[src/mcu_reset_map.svh]
/*
  Constants of the reset sequencer: register indices, field positions,
  reset values and the reset-delay timing.
  Assumes inclusion by bare name from the sequencer and its package users.
*/
// What this block does
// Accept power-up, master-clear run, master-clear wake, watchdog run, watchdog wake.
// Wake from sleep by master-clear or watchdog performs full reset, no resume.
// Untouched registers power up undefined and keep value on other resets.
// Watchdog-expiry and sleep-entry flags sit at status bits 4 and 3.
// Power-up sets both cause flags to one.
// Master-clear reset while running leaves both cause flags unchanged.
// Master-clear wake sets watchdog-expiry flag, clears sleep-entry flag.
// Watchdog reset while running clears watchdog-expiry, sets sleep-entry flag.
// Watchdog wake from sleep clears both cause flags.
// Status loads 0001 1xxx at power-up, 000q quuu on other resets.
// Every reset sets pc low byte, pin direction and six config bits to ones.
// File-select pointer top bit forced one (2K) or top three bits (smaller).
// Power-up sets reset latch and clears reset timer, holding core.
// Reset timer starts counting only once master-clear pin is high.
// Timer time-out of 18 ms clears reset latch and releases core.
// Board keeps master-clear low until supply stable, then releases high.
// No internal reset when supply falls; no brown-out detection here.
// Core stays in reset as long as the reset timer is active.
// Watchdog time-out restarts reset timer for the full delay.
// Reset timer runs from its own clock, independent of oscillator mode.
// Master-clear synchronised before use; time-out count derived from clock rate.
// Cause and sleep state recorded; new master-clear restarts the timer.
`ifndef MCU_RESET_MAP_SVH
`define MCU_RESET_MAP_SVH

// Register indices; byte address is four times the index
`define IDX_INDIRECT_DATA_PORT 4'h0
`define IDX_TIMER_COUNT 4'h1
`define IDX_PC_LOW_BYTE 4'h2
`define IDX_CORE_STATUS 4'h3
`define IDX_FILE_SELECT_POINTER 4'h4
`define IDX_PORT_A_PINS 4'h5
`define IDX_PORT_B_PINS 4'h6
`define IDX_PORT_C_PINS 4'h7
`define IDX_WORKING_ACCUMULATOR 4'h8
`define IDX_PIN_DIRECTION_CONTROL 4'h9
`define IDX_TIMER_PRESCALER_CONFIG 4'hA
`define IDX_RESET_CAUSE 4'hB

// Status field positions
`define ST_BIT_WATCHDOG_EXPIRY 4
`define ST_BIT_SLEEP_ENTRY 3
`define ST_PAGE_HI 7
`define ST_PAGE_LO 5
`define ST_ALU_HI 2

// Reset values
`define RST_PC_LOW_BYTE 8'hFF
`define RST_PIN_DIRECTION 8'hFF
`define RST_PRESCALER_CFG 6'h3F
`define RST_PAGE_SELECT 3'h0
`define RST_FSR_TOP_LARGE 1'h1
`define RST_FSR_TOP_SMALL 3'h7

// Reset-delay timing
`define RESET_DELAY_MS 18
`define SYS_CLK_KHZ 200000
`define RESET_DELAY_CYCLES (`RESET_DELAY_MS * `SYS_CLK_KHZ)

`endif

[src/mcu_reset_pkg.sv]
/*
  Types of the reset sequencer: sequencing states and reset causes.
  Assumes nothing beyond a SystemVerilog compiler.
*/
package mcu_reset_pkg;
  // Gray codes along hold -> count -> run
  typedef enum logic [1:0] {
    ST_HOLD = 2'b00,
    ST_COUNT = 2'b01,
    ST_RUN = 2'b11
  } seq_state_type;

  typedef enum logic [1:0] {
    CAUSE_POWER = 2'h0,
    CAUSE_MASTER_CLEAR = 2'h1,
    CAUSE_WATCHDOG = 2'h2
  } reset_cause_type;
endpackage : mcu_reset_pkg

[src/mcu_reset_sequencer.sv]
/*
  Reset sequencer for a small 8-bit core: power-up latch, reset-delay
  timer, cause flags and the reset loading of the special registers,
  which software reaches over an Avalon-MM slave with waitrequest.
  Assumes all inputs but MASTER_CLEAR_PIN_N are synchronous to SYS_CLK and RESET is the
  power-up reset, synchronous and active high.
*/
`timescale 1ns/1ps
`default_nettype none
`include "mcu_reset_map.svh"

module mcu_reset_sequencer #(
  parameter int unsigned RESET_DELAY_CYCLES = `RESET_DELAY_CYCLES,
  parameter bit LARGE_PROGRAM = 1'b1
) (
  input wire logic SYS_CLK, // System clock, 200 MHz
  input wire logic RESET, // Power-up reset, active high
  input wire logic MASTER_CLEAR_PIN_N, // Master-clear pin, low resets
  input wire logic WATCHDOG_EXPIRY_SOURCE, // Watchdog time-out pulse
  input wire logic CORE_ASLEEP, // Core is in sleep mode
  input wire logic [5:0] AVS_ADDRESS, // Byte address
  input wire logic AVS_READ, // Read request
  input wire logic AVS_WRITE, // Write request
  input wire logic [31:0] AVS_WRITEDATA, // Write data
  input wire logic [3:0] AVS_BYTEENABLE, // Byte enables
  output logic [31:0] AVS_READDATA, // Read data
  output logic AVS_WAITREQUEST, // Stall while answer pending
  output logic CORE_RESET, // Core held in reset
  output logic [7:0] PC_LOW_BYTE, // Program counter low byte
  output logic [7:0] CORE_STATUS, // Status register
  output logic [7:0] FILE_SELECT_POINTER, // File-select pointer
  output logic [7:0] PIN_DIRECTION_CONTROL, // Pin direction
  output logic [5:0] TIMER_PRESCALER_CONFIG // Timer/prescaler configuration
);

  localparam logic [21:0] DELAY_LAST = 22'(RESET_DELAY_CYCLES - 1);

  // Master-clear synchroniser; first stage only feeds the second
  logic master_clear_pin_s1_reg;
  logic master_clear_pin_s2_reg;
  logic master_clear_pin_s3_reg;

  always_ff @(posedge SYS_CLK) begin
    if (RESET) begin
      master_clear_pin_s1_reg <= 1'b0;
      master_clear_pin_s2_reg <= 1'b0;
      master_clear_pin_s3_reg <= 1'b0;
    end else begin
      master_clear_pin_s1_reg <= MASTER_CLEAR_PIN_N;
      master_clear_pin_s2_reg <= master_clear_pin_s1_reg;
      master_clear_pin_s3_reg <= master_clear_pin_s2_reg;
    end
  end

  // Reset events; master-clear wins over a watchdog in the same cycle
  wire master_clear_pin_high = master_clear_pin_s2_reg;
  wire master_clear_pin_fall = master_clear_pin_s3_reg & ~master_clear_pin_s2_reg;
  wire wdt_evt = WATCHDOG_EXPIRY_SOURCE & master_clear_pin_s2_reg & master_clear_pin_s3_reg;
  wire load_evt = master_clear_pin_fall | wdt_evt;

  // Sequencer state and reset-delay timer
  mcu_reset_pkg::seq_state_type state_reg;
  mcu_reset_pkg::seq_state_type state_next;
  logic [21:0] count_reg;
  logic [21:0] count_next;
  logic core_reset_reg;

  // Timer runs on SYS_CLK, never on the oscillator-mode clock
  always_comb begin
    state_next = state_reg;
    count_next = count_reg;
    unique case (state_reg)
      mcu_reset_pkg::ST_HOLD: begin
        count_next = 22'h0;
        if (master_clear_pin_high) begin
          state_next = mcu_reset_pkg::ST_COUNT;
        end
      end
      mcu_reset_pkg::ST_COUNT: begin
        if (!master_clear_pin_high) begin
          state_next = mcu_reset_pkg::ST_HOLD;
          count_next = 22'h0;
        end else if (wdt_evt) begin
          count_next = 22'h0;
        end else if (count_reg == DELAY_LAST) begin
          state_next = mcu_reset_pkg::ST_RUN;
          count_next = 22'h0;
        end else begin
          count_next = count_reg + 22'h1;
        end
      end
      mcu_reset_pkg::ST_RUN: begin
        if (!master_clear_pin_high) begin
          state_next = mcu_reset_pkg::ST_HOLD;
        end else if (wdt_evt) begin
          state_next = mcu_reset_pkg::ST_COUNT;
        end
      end
      default: begin
        state_next = mcu_reset_pkg::ST_HOLD;
        count_next = 22'h0;
      end
    endcase
  end

  // Supply falling is not watched; only RESET, the pin and the watchdog act
  always_ff @(posedge SYS_CLK) begin
    if (RESET) begin
      state_reg <= mcu_reset_pkg::ST_HOLD;
      count_reg <= 22'h0;
      core_reset_reg <= 1'b1;
    end else begin
      state_reg <= state_next;
      count_reg <= count_next;
      core_reset_reg <= (state_next != mcu_reset_pkg::ST_RUN);
    end
  end

  // Recorded cause and sleep state of the last reset
  mcu_reset_pkg::reset_cause_type cause_reg;
  logic asleep_reg;

  always_ff @(posedge SYS_CLK) begin
    if (RESET) begin
      cause_reg <= mcu_reset_pkg::CAUSE_POWER;
      asleep_reg <= 1'b0;
    end else if (master_clear_pin_fall) begin
      cause_reg <= mcu_reset_pkg::CAUSE_MASTER_CLEAR;
      asleep_reg <= CORE_ASLEEP;
    end else if (wdt_evt) begin
      cause_reg <= mcu_reset_pkg::CAUSE_WATCHDOG;
      asleep_reg <= CORE_ASLEEP;
    end
  end

  // Avalon slave: one wait state, so every answer is registered
  logic ack_reg;
  logic [31:0] rdata_reg;
  wire access = AVS_READ | AVS_WRITE;
  wire [3:0] index = AVS_ADDRESS[5:2];
  wire wr_take = AVS_WRITE & ack_reg & AVS_BYTEENABLE[0];
  wire [7:0] wbyte = AVS_WRITEDATA[7:0];

  assign AVS_WAITREQUEST = access & ~ack_reg;
  assign AVS_READDATA = rdata_reg;

  function automatic logic hit(input logic [3:0] idx, input logic [3:0] sel);
    hit = wr_take && (idx == sel);
  endfunction : hit

  // Special registers
  logic [7:0] pcl_reg;
  logic [7:0] status_reg;
  logic [7:0] fsr_reg;
  logic [7:0] pin_direction_control_reg;
  logic [5:0] option_reg;
  logic [7:0] w_reg;
  logic [7:0] tmr_reg;
  logic [3:0] port_a_pins_reg;
  logic [7:0] port_b_pins_reg;
  logic [7:0] port_c_pins_reg;

  // Cause flags per event, from the run or sleep state at that moment
  logic [1:0] flags_next;
  always_comb begin
    flags_next = status_reg[`ST_BIT_WATCHDOG_EXPIRY:`ST_BIT_SLEEP_ENTRY];
    if (master_clear_pin_fall && CORE_ASLEEP) begin
      flags_next = 2'h2;
    end else if (master_clear_pin_fall) begin
      flags_next = status_reg[`ST_BIT_WATCHDOG_EXPIRY:`ST_BIT_SLEEP_ENTRY];
    end else if (wdt_evt && CORE_ASLEEP) begin
      flags_next = 2'h0;
    end else if (wdt_evt) begin
      flags_next = 2'h1;
    end
  end

  // Forced-to-one registers; a reset load beats a software write
  always_ff @(posedge SYS_CLK) begin
    if (RESET || load_evt) begin
      pcl_reg <= `RST_PC_LOW_BYTE;
      pin_direction_control_reg <= `RST_PIN_DIRECTION;
      option_reg <= `RST_PRESCALER_CFG;
    end else begin
      if (hit(index, `IDX_PC_LOW_BYTE)) begin
        pcl_reg <= wbyte;
      end
      if (hit(index, `IDX_PIN_DIRECTION_CONTROL)) begin
        pin_direction_control_reg <= wbyte;
      end
      if (hit(index, `IDX_TIMER_PRESCALER_CONFIG)) begin
        option_reg <= wbyte[5:0];
      end
    end
  end

  // Status: page bits and cause flags reset; low ALU bits never reset
  always_ff @(posedge SYS_CLK) begin
    if (RESET) begin
      status_reg[`ST_PAGE_HI:`ST_PAGE_LO] <= `RST_PAGE_SELECT;
      status_reg[`ST_BIT_WATCHDOG_EXPIRY:`ST_BIT_SLEEP_ENTRY] <= 2'h3;
    end else if (load_evt) begin
      status_reg[`ST_PAGE_HI:`ST_PAGE_LO] <= `RST_PAGE_SELECT;
      status_reg[`ST_BIT_WATCHDOG_EXPIRY:`ST_BIT_SLEEP_ENTRY] <= flags_next;
    end else if (hit(index, `IDX_CORE_STATUS)) begin
      // Cause flags stay read-only to software
      status_reg[`ST_PAGE_HI:`ST_PAGE_LO] <= wbyte[`ST_PAGE_HI:`ST_PAGE_LO];
    end
    // Low ALU bits: undefined at power-up, kept by every other reset
    if (hit(index, `IDX_CORE_STATUS)) begin
      status_reg[`ST_ALU_HI:0] <= wbyte[`ST_ALU_HI:0];
    end
  end

  // Pointer: top bits forced per program-space variant
  always_ff @(posedge SYS_CLK) begin
    if (RESET || load_evt) begin
      if (LARGE_PROGRAM) begin
        fsr_reg[7] <= `RST_FSR_TOP_LARGE;
      end else begin
        fsr_reg[7:5] <= `RST_FSR_TOP_SMALL;
      end
    end else if (hit(index, `IDX_FILE_SELECT_POINTER)) begin
      fsr_reg[7:5] <= wbyte[7:5];
    end
    // Low pointer bits are never reset, only written
    if (hit(index, `IDX_FILE_SELECT_POINTER)) begin
      fsr_reg[4:0] <= wbyte[4:0];
    end
  end

  // Accumulator, timer count and port latches have no reset at all
  always_ff @(posedge SYS_CLK) begin
    if (hit(index, `IDX_WORKING_ACCUMULATOR)) begin
      w_reg <= wbyte;
    end
    if (hit(index, `IDX_TIMER_COUNT)) begin
      tmr_reg <= wbyte;
    end
    if (hit(index, `IDX_PORT_A_PINS)) begin
      port_a_pins_reg <= wbyte[3:0];
    end
    if (hit(index, `IDX_PORT_B_PINS)) begin
      port_b_pins_reg <= wbyte;
    end
    if (hit(index, `IDX_PORT_C_PINS)) begin
      port_c_pins_reg <= wbyte;
    end
  end

  // Read multiplexer; unmapped and indirect reads return zero
  logic [7:0] rmux;
  always_comb begin
    rmux = 8'h00;
    unique case (index)
      `IDX_TIMER_COUNT: rmux = tmr_reg;
      `IDX_PC_LOW_BYTE: rmux = pcl_reg;
      `IDX_CORE_STATUS: rmux = status_reg;
      `IDX_FILE_SELECT_POINTER: rmux = fsr_reg;
      `IDX_PORT_A_PINS: rmux = {4'h0, port_a_pins_reg};
      `IDX_PORT_B_PINS: rmux = port_b_pins_reg;
      `IDX_PORT_C_PINS: rmux = port_c_pins_reg;
      `IDX_WORKING_ACCUMULATOR: rmux = w_reg;
      `IDX_PIN_DIRECTION_CONTROL: rmux = pin_direction_control_reg;
      `IDX_TIMER_PRESCALER_CONFIG: rmux = {2'h0, option_reg};
      `IDX_RESET_CAUSE: rmux = {4'h0, core_reset_reg, asleep_reg, cause_reg};
      default: rmux = 8'h00;
    endcase
  end

  always_ff @(posedge SYS_CLK) begin
    if (RESET) begin
      ack_reg <= 1'b0;
      rdata_reg <= 32'h0;
    end else begin
      ack_reg <= access & ~ack_reg;
      if (AVS_READ && !ack_reg) begin
        rdata_reg <= {24'h0, rmux};
      end
    end
  end

  assign CORE_RESET = core_reset_reg;
  assign PC_LOW_BYTE = pcl_reg;
  assign CORE_STATUS = status_reg;
  assign FILE_SELECT_POINTER = fsr_reg;
  assign PIN_DIRECTION_CONTROL = pin_direction_control_reg;
  assign TIMER_PRESCALER_CONFIG = option_reg;

  // Checks of the sequencing and the reset loading
  property p_hold_reset;
    @(posedge SYS_CLK) disable iff (RESET)
      state_reg != mcu_reset_pkg::ST_RUN |-> CORE_RESET;
  endproperty
  a_hold_reset: assert property (p_hold_reset) else $error("core released early");

  property p_power_flags;
    @(posedge SYS_CLK) $fell(RESET) |->
      status_reg[4:3] == 2'h3 && CORE_RESET && count_reg == 22'h0;
  endproperty
  a_power_flags: assert property (p_power_flags) else $error("power-up load wrong");

  property p_master_clear_pin_run;
    @(posedge SYS_CLK) disable iff (RESET)
      master_clear_pin_fall && !CORE_ASLEEP |=> status_reg[4:3] == $past(status_reg[4:3]);
  endproperty
  a_master_clear_pin_run: assert property (p_master_clear_pin_run) else $error("flags changed");

  property p_master_clear_pin_wake;
    @(posedge SYS_CLK) disable iff (RESET)
      master_clear_pin_fall && CORE_ASLEEP |=> status_reg[4:3] == 2'h2;
  endproperty
  a_master_clear_pin_wake: assert property (p_master_clear_pin_wake) else $error("wake flags wrong");

  property p_wdt_run;
    @(posedge SYS_CLK) disable iff (RESET)
      wdt_evt && !master_clear_pin_fall && !CORE_ASLEEP |=> status_reg[4:3] == 2'h1;
  endproperty
  a_wdt_run: assert property (p_wdt_run) else $error("watchdog flags wrong");

  property p_wdt_wake;
    @(posedge SYS_CLK) disable iff (RESET)
      wdt_evt && !master_clear_pin_fall && CORE_ASLEEP |=> status_reg[4:3] == 2'h0;
  endproperty
  a_wdt_wake: assert property (p_wdt_wake) else $error("wdt wake flags");

  property p_load_ones;
    @(posedge SYS_CLK) disable iff (RESET)
      load_evt |=> pcl_reg == 8'hFF && pin_direction_control_reg == 8'hFF &&
        option_reg == 6'h3F && status_reg[7:5] == 3'h0 && fsr_reg[7];
  endproperty
  a_load_ones: assert property (p_load_ones) else $error("reset load wrong");

  property p_wait_low;
    @(posedge SYS_CLK) disable iff (RESET)
      !master_clear_pin_high |=> count_reg == 22'h0 ##1 count_reg == 22'h0 || master_clear_pin_high;
  endproperty
  a_wait_low: assert property (p_wait_low) else $error("timer ran low");

  property p_release;
    @(posedge SYS_CLK) disable iff (RESET)
      state_reg == mcu_reset_pkg::ST_COUNT && count_reg == DELAY_LAST &&
        master_clear_pin_high && !wdt_evt |=> !CORE_RESET;
  endproperty
  a_release: assert property (p_release) else $error("no release");

  property p_wdt_restart;
    @(posedge SYS_CLK) disable iff (RESET)
      wdt_evt |=> CORE_RESET && count_reg == 22'h0;
  endproperty
  a_wdt_restart: assert property (p_wdt_restart) else $error("no restart");

  property p_one_wait;
    @(posedge SYS_CLK) disable iff (RESET)
      $rose(access) |-> AVS_WAITREQUEST ##1 !AVS_WAITREQUEST;
  endproperty
  a_one_wait: assert property (p_one_wait) else $error("bad wait state");

  property p_cov_release;
    @(posedge SYS_CLK) disable iff (RESET) $fell(CORE_RESET);
  endproperty
  c_cov_release: cover property (p_cov_release);

  property p_cov_wake;
    @(posedge SYS_CLK) disable iff (RESET) wdt_evt && CORE_ASLEEP;
  endproperty
  c_cov_wake: cover property (p_cov_wake);

  property p_cov_master_clear_pin;
    @(posedge SYS_CLK) disable iff (RESET) master_clear_pin_fall && !CORE_RESET;
  endproperty
  c_cov_master_clear_pin: cover property (p_cov_master_clear_pin);

endmodule : mcu_reset_sequencer
`default_nettype wire
[config.mk]
export PLATFORM = sky130hd
export DESIGN_NAME = mcu_reset_sequencer
export DESIGN_NICKNAME = d
export VERILOG_FILES = /design/src/mcu_reset_pkg.sv /design/src/mcu_reset_sequencer.sv
export VERILOG_INCLUDE_DIRS = /design/src /design/src/src
export SDC_FILE = /design/constraint.sdc
export NUM_CORES = 1
export LEC_CHECK = 0
export BUFFER_PORTS_ARGS = -buffer_cell sky130_fd_sc_hd__buf_2
export CAP_MARGIN = 20
export CORE_MARGIN = 8
export CORE_UTILIZATION = 55
export CTS_BUF_LIST = sky130_fd_sc_hd__clkbuf_2 sky130_fd_sc_hd__clkbuf_4 sky130_fd_sc_hd__clkbuf_8
export CTS_CLUSTER_DIAMETER = 100
export DETAILED_ROUTE_END_ITERATION = 16
export PLACE_DENSITY = 0.91
export SETUP_SLACK_MARGIN = 0.15
export SLEW_MARGIN = 20
export SYNTH_ARGS = -nofsm -noshare
export SYNTH_HDL_FRONTEND = slang
export SYNTH_SLANG_ARGS = --single-unit
[constraint.sdc]
create_clock -name SYS_CLK -period 2.4 [get_ports SYS_CLK]
set_input_delay 0.24 -clock SYS_CLK [delete_from_list [all_inputs] [get_ports SYS_CLK]]
set_output_delay 0.24 -clock SYS_CLK [all_outputs]
set_load 0.02 [all_outputs]
After elaboration in Yosys (flattened, before gate mapping)
Cells that the tools add are included.

Add/sub/neg operators: 1. Equality and inequality tests: 16. Multiplexer cells: 20. Bitwise logic cells: 11. Reductions and logical operators: 22.

Operator list (number): 8-bit one-hot mux with 11 select lines (1); 22-bit two-way mux (3); 22-bit one-hot mux with 2 select lines (1); 22-bit by 1-bit adder with 22-bit output, second input constant (1); 22-bit equality test, second input constant (1); 2-bit two-way mux (10); 4-bit by 3-bit equality test with 1-bit output, second input constant (4); 4-bit equality test, second input constant (4); 1-bit logical AND (13); 4-bit by 2-bit equality test with 1-bit output, second input constant (2); 1-bit bitwise AND (6); 2-bit one-hot mux with 3 select lines (1); 4-bit by 1-bit equality test with 1-bit output, second input constant (1); 1-bit two-way mux (4); 2-bit OR reduction (2); 1-bit NOT (3); 3-bit AND reduction (1); 3-bit nonzero test (1); 2-bit by 1-bit equality test with 1-bit output, second input constant (1); 2-bit equality test, second input constant (1); 2-bit zero test (1); 2-bit by 1-bit != test with 1-bit output, second input constant (1); 2-bit != test, second input constant (1); 1-bit bitwise OR (2); other kinds (4) (4).

Register bits: 114. Output and inout port bits: 72. Word-level logic and storage cells: 95.

Longest topological paths before layout
Depth in word-level cells: 6. Mapped depth: 9. Gate-level depth less buffers: 7.

Least setup slack after synthesis
No wires, ideal clock.

Path type: input -> register. Start: input AVS_ADDRESS[4]. End: register w_reg[0] (enable). Setup time: 383 ps. Arrival: 1602 ps. Data required time: 2017 ps. Slack: 415 ps. Cell stages on the path: 5. Buffers on the path: 1. Path through: inv_1 -> ha_1 -> clkbuf_1 -> nand2_1 -> nor3_1.

Word-level cells in the longest chain between the ends: 2.

RTL lines: start: declaration (line mcu_reset_sequencer.sv:21) `input wire logic [5:0] AVS_ADDRESS,`; 4-bit equality test (line mcu_reset_sequencer.sv:148) `hit = wr_take && (idx == sel);`; 1-bit logical AND (line mcu_reset_sequencer.sv:148); end signal: assignment (line mcu_reset_sequencer.sv:235) `w_reg <= wbyte;`; end: declaration (line mcu_reset_sequencer.sv:157) `logic [7:0] w_reg;`.

No other way between the ends. A chain may end at the register's enable or synchronous reset.

Final worst setup path
Start: register count_reg[0]. End: register count_reg[18].

Word-level cells in the longest chain between the ends: 5. Elaborated cells between the ends (all ways): 6. Classes of those cells: add/sub (1); eq/ne (1); mux (4).

RTL lines: start: declaration (line mcu_reset_sequencer.sv:64) `logic [21:0] count_reg;`; start signal: assignment (line mcu_reset_sequencer.sv:114) `count_reg <= count_next;`; 22-bit by 1-bit adder with 22-bit output or 22-bit equality test (tied branches) (line mcu_reset_sequencer.sv:89, mcu_reset_sequencer.sv:85); 22-bit two-way mux (*) (line mcu_reset_sequencer.sv:85) `end else if (count_reg == DELAY_LAST) begin`; 22-bit two-way mux (*) (line mcu_reset_sequencer.sv:83) `end else if (wdt_evt) begin`; 22-bit two-way mux (*) (line mcu_reset_sequencer.sv:80) `if (!master_clear_pin_high) begin`; 22-bit one-hot mux with 2 select lines (*) (line mcu_reset_sequencer.sv:72) `unique case (state_reg)`.

Mark *: on every way between the ends. The rest lies on a longest branch, timed or not.

==> impl_summary.md <==
Critical path
The launching element type of the critical path is a flip-flop. The end of the worst register-to-register path is count_reg[18]. Of all nets on the critical path, the largest fanout is 5. On the critical path, the stage with the largest delay is an instance of sky130_fd_sc_hd__or4_4. Across all register-to-register paths, the minimum setup slack is 0.34 ns.

The worst register-to-register path has a depth of 6. STA classifies the critical path endpoint as a flip-flop. For the worst setup path, the data arrival time is 2.38 ns. The stage delay of the slowest cell on the critical path is 0.56 ns.

At the worst endpoint, the required time is 2.72 ns. The critical path goes through ha_1, inv_1, or4_4, or3_4, a21oi_2, a21oi_1. The launch point of the worst path is count_reg[0]. The classification of the worst setup path is flip-flop to flip-flop. The beginning of the worst register-to-register path is count_reg[0].

Power and ir drop
The power consumption is 4.14 mW. The total leakage power is 2.22 nW. The total power divided by cell area is 701 nW/um^2. VDD sags by at most 0.328 mV.

Cells and area
The total number of nets in the final design is 649. The final cell count without fillers is 720. The area growth from synthesis to layout is 16.8%. The register with the most flip-flops in the layout has 22 of them. The repair_antennas step left the layout with diodes totalling 0.

The end-of-flow core utilization is 0.651. Once layout is done, the placed cells without fillers occupy 5910 um^2. The share of layout cells above drive strength 1 is 0.215.

Yosys
The netlist uses 60 different library cells. The fraction of registers with async set or reset after synthesis is 0. Of the post-synthesis cell area, the dominant cell type holds 0.273. The number of enable flip-flop cells after synthesis is 46. The predominant post-synthesis flop cell is sky130_fd_sc_hd__dfxtp_1. The synthesized design spends more area on one cell type than any other, namely sky130_fd_sc_hd__edfxtp_1. Yosys attributes the largest share of cell area to sky130_fd_sc_hd__edfxtp_1 27%, sky130_fd_sc_hd__dfxtp_1 27%, sky130_fd_sc_hd__nand2_1 5.6%. Ranked by instance count, the synthesized netlist is headed by 75 x sky130_fd_sc_hd__nand2_1, 68 x sky130_fd_sc_hd__dfxtp_1, 46 x sky130_fd_sc_hd__edfxtp_1. Counting flops and latches in the post-synthesis netlist gives 114.

The library cell with the highest instance count after synthesis is sky130_fd_sc_hd__nand2_1. During synthesis, Yosys emitted a total of 0 warnings. The cell area after technology mapping is 5060 um^2. The average instance in the mapped netlist occupies 9.86 um^2. Synthesis handed over a netlist of 513 instances.

The proportion of synthesized chip area in sequential cells is 0.542.

Timing
The count of final hold-check violations came to 0. The max-slew violation count is 0. Setup repair after global routing left no endpoint under its margin. In the finished design, the share of the clock period the worst path needs comes to 0.858. For the pin with the worst max-slew slack, the measured transition is 0.647 ns. Setup violations remaining at the end of the flow were counted as 0.

The worst pin sits at a relative slew slack of 0.568. The post-route setup TNS is 0 ns. The top achievable clock speed is 486 MHz. Across the routed clock network, the largest skew measured is 0.00881 ns. The post-route minimum period is 2.06 ns.

Clocking
The clock passes through at most 2 buffers. Counting the buffers created by CTS gives 17. The total number of clock tree sinks is 114. Clock-pin slew was measured on the worst setup and hold paths at 0.07 ns. The master cell of the clock root buffer is sky130_fd_sc_hd__clkbuf_8. For the worst-skew pair, the clock arrives at the later sink with an insertion delay of 0.43 ns. The number of setup buffers added after CTS is 0.

The clock tree from TritonCTS is yes. The clock tree synthesis step divided the H-tree into 4 levels.

Routing
The number of violations reported at the end of detailed-routing iteration 0 is 711. In this run the remaining antenna-violating nets after routing total 0. Summed over all layers, the routed wires come to 14100 um. The number of detailed-routing iterations run before antenna repair is 7. In the routed design, unresolved DRC markers number 0. The total via count in the routed design is 4564.

In the routed layout, each cell is associated on average with a via count of 6.34. Dividing the detail-routed wire length by the instance count gives 19.6 um.

Worst hold path
The worst hold path was traced through 2 stages. For hold timing, the worst endpoint is master_clear_pin_s1_reg. In this run the most critical hold path is launched from MASTER_CLEAR_PIN_N. The min-delay analysis places its worst path in the category primary input to flip-flop.

Floorplanning
121 I/O pins were placed. The floorplan step set the die width to 112 um. The area of the die is 12500 um^2. The area of the placeable core is 9060 um^2. The site row count is 35. The starting density of the core is 0.558. The height of the die is 112 um.

Placed design
The total placed instance area is 5500 um^2. Input and output buffers added on the ports amount to 67. Including well taps, the total number of placed cells is 688. The global placer's final weighted congestion is 0.911.

The sum of net half-perimeters after detailed placement is 9750 um.

Run status
The flow ran to the end, and the final reports show no timing, DRC or antenna violations.

GRT
The number of antenna violations at the first check in global routing is 0. The global routing usage summed across all routing layers is 0.222. The maximum number of pins on one net before global-route repair is 33. The number of global-route vias before repair is 4380. The first global-routing pass estimated 22200 um of wire. The total grt overflow is 0.

Job
The tool flagged a number of max-cap violations equal to 0.
## where the power goes
group	switching, mW	total (mW)	internal, mW
clock	0.758	1.82	1.06
sequential	0.0124	2.04	2.03
combinational	0.202	0.286	0.0833
## per-layer routing
metal,part of all wire,track usage
met1,0.36,0.251
met2,0.47,0.350
met3,0.13,0.0828
met4,0.046,0.137
met5,0,0
## cells in the final DEF, fill, tap and decap left out, types with 6 or more instances in the layout
cell,instances
sky130_fd_sc_hd__a211oi_1,6
sky130_fd_sc_hd__a21oi_1,29
sky130_fd_sc_hd__a22o_1,7
sky130_fd_sc_hd__a31oi_1,8
sky130_fd_sc_hd__a32oi_1,9
sky130_fd_sc_hd__buf_2,67
sky130_fd_sc_hd__buf_4,21
sky130_fd_sc_hd__clkbuf_8,18
sky130_fd_sc_hd__conb_1,24
sky130_fd_sc_hd__dfxtp_1,68
sky130_fd_sc_hd__edfxtp_1,46
sky130_fd_sc_hd__inv_1,11
sky130_fd_sc_hd__nand2_1,75
sky130_fd_sc_hd__nand3_1,36
sky130_fd_sc_hd__nand4_1,8
sky130_fd_sc_hd__nor2_1,38
sky130_fd_sc_hd__nor2b_1,8
sky130_fd_sc_hd__nor3_1,9
sky130_fd_sc_hd__o21ai_0,17
sky130_fd_sc_hd__xor2_1,9
## cell type report
cell class | instances | area (um^2)
Clock buffer | 20 | 263
Timing Repair Buffer | 88 | 493
Clock inverter | 12 | 139
Fill cell | 647 | 3160
Tap cell | 111 | 139
Multi-Input combinational cell | 363 | 2080
Inverter | 12 | 45.0
Sequential cell | 114 | 2740
## logic make-up after synthesis
logic type,share of synthesized area
fa+ha+maj,0.00990
mux,0.0166
buf+inv,0.0638
other cells,0.000741
simple gates,0.192
compound gates,0.152
flops,0.542
xor+xnor,0.0225
## stage by stage
stage,setup slack (ns),hold slack [ns]
2_1_floorplan,0.415,0.339
3_3_place_gp,0.330,0.424
3_5_place_dp,0.305,0.445
4_1_cts,0.371,0.0254
5_1_grt,0.246,0.0534
6_report,0.340,0.0467
## what timing repair did
item | 4_1_cts | 5_1_grt
gates resized for setup | 0 | 1
hold buffers | 0 | 0
setup endpoints to repair | 0 | 20
## critical path, delay by kind of cell (launching register included)
| family | cells | cell delay [ns] |
|---|---|---|
| flops | 1 | 0.40 |
| compound gates | 2 | 0.21 |
| buf+inv | 1 | 0.10 |
| simple gates | 2 | 0.97 |
| fa+ha+maj | 1 | 0.29 |
## how the worst max path moves through the flow
| stage | to | slack [ns] | cells past startpoint |
|---|---|---|---|
| after detailed placement | FILE_SELECT_POINTER[5] | 0.31 | 6 |
| final | count_reg[18] | 0.34 | 6 |
| after CTS | count_reg[6] | 0.37 | 7 |
| after global routing | count_reg[18] | 0.25 | 6 |
| after floorplan | w_reg[0] | 0.41 | 5 |
| after global placement | FILE_SELECT_POINTER[0] | 0.33 | 6 |
No activity file was read; power rests on OpenSTA's default activity.
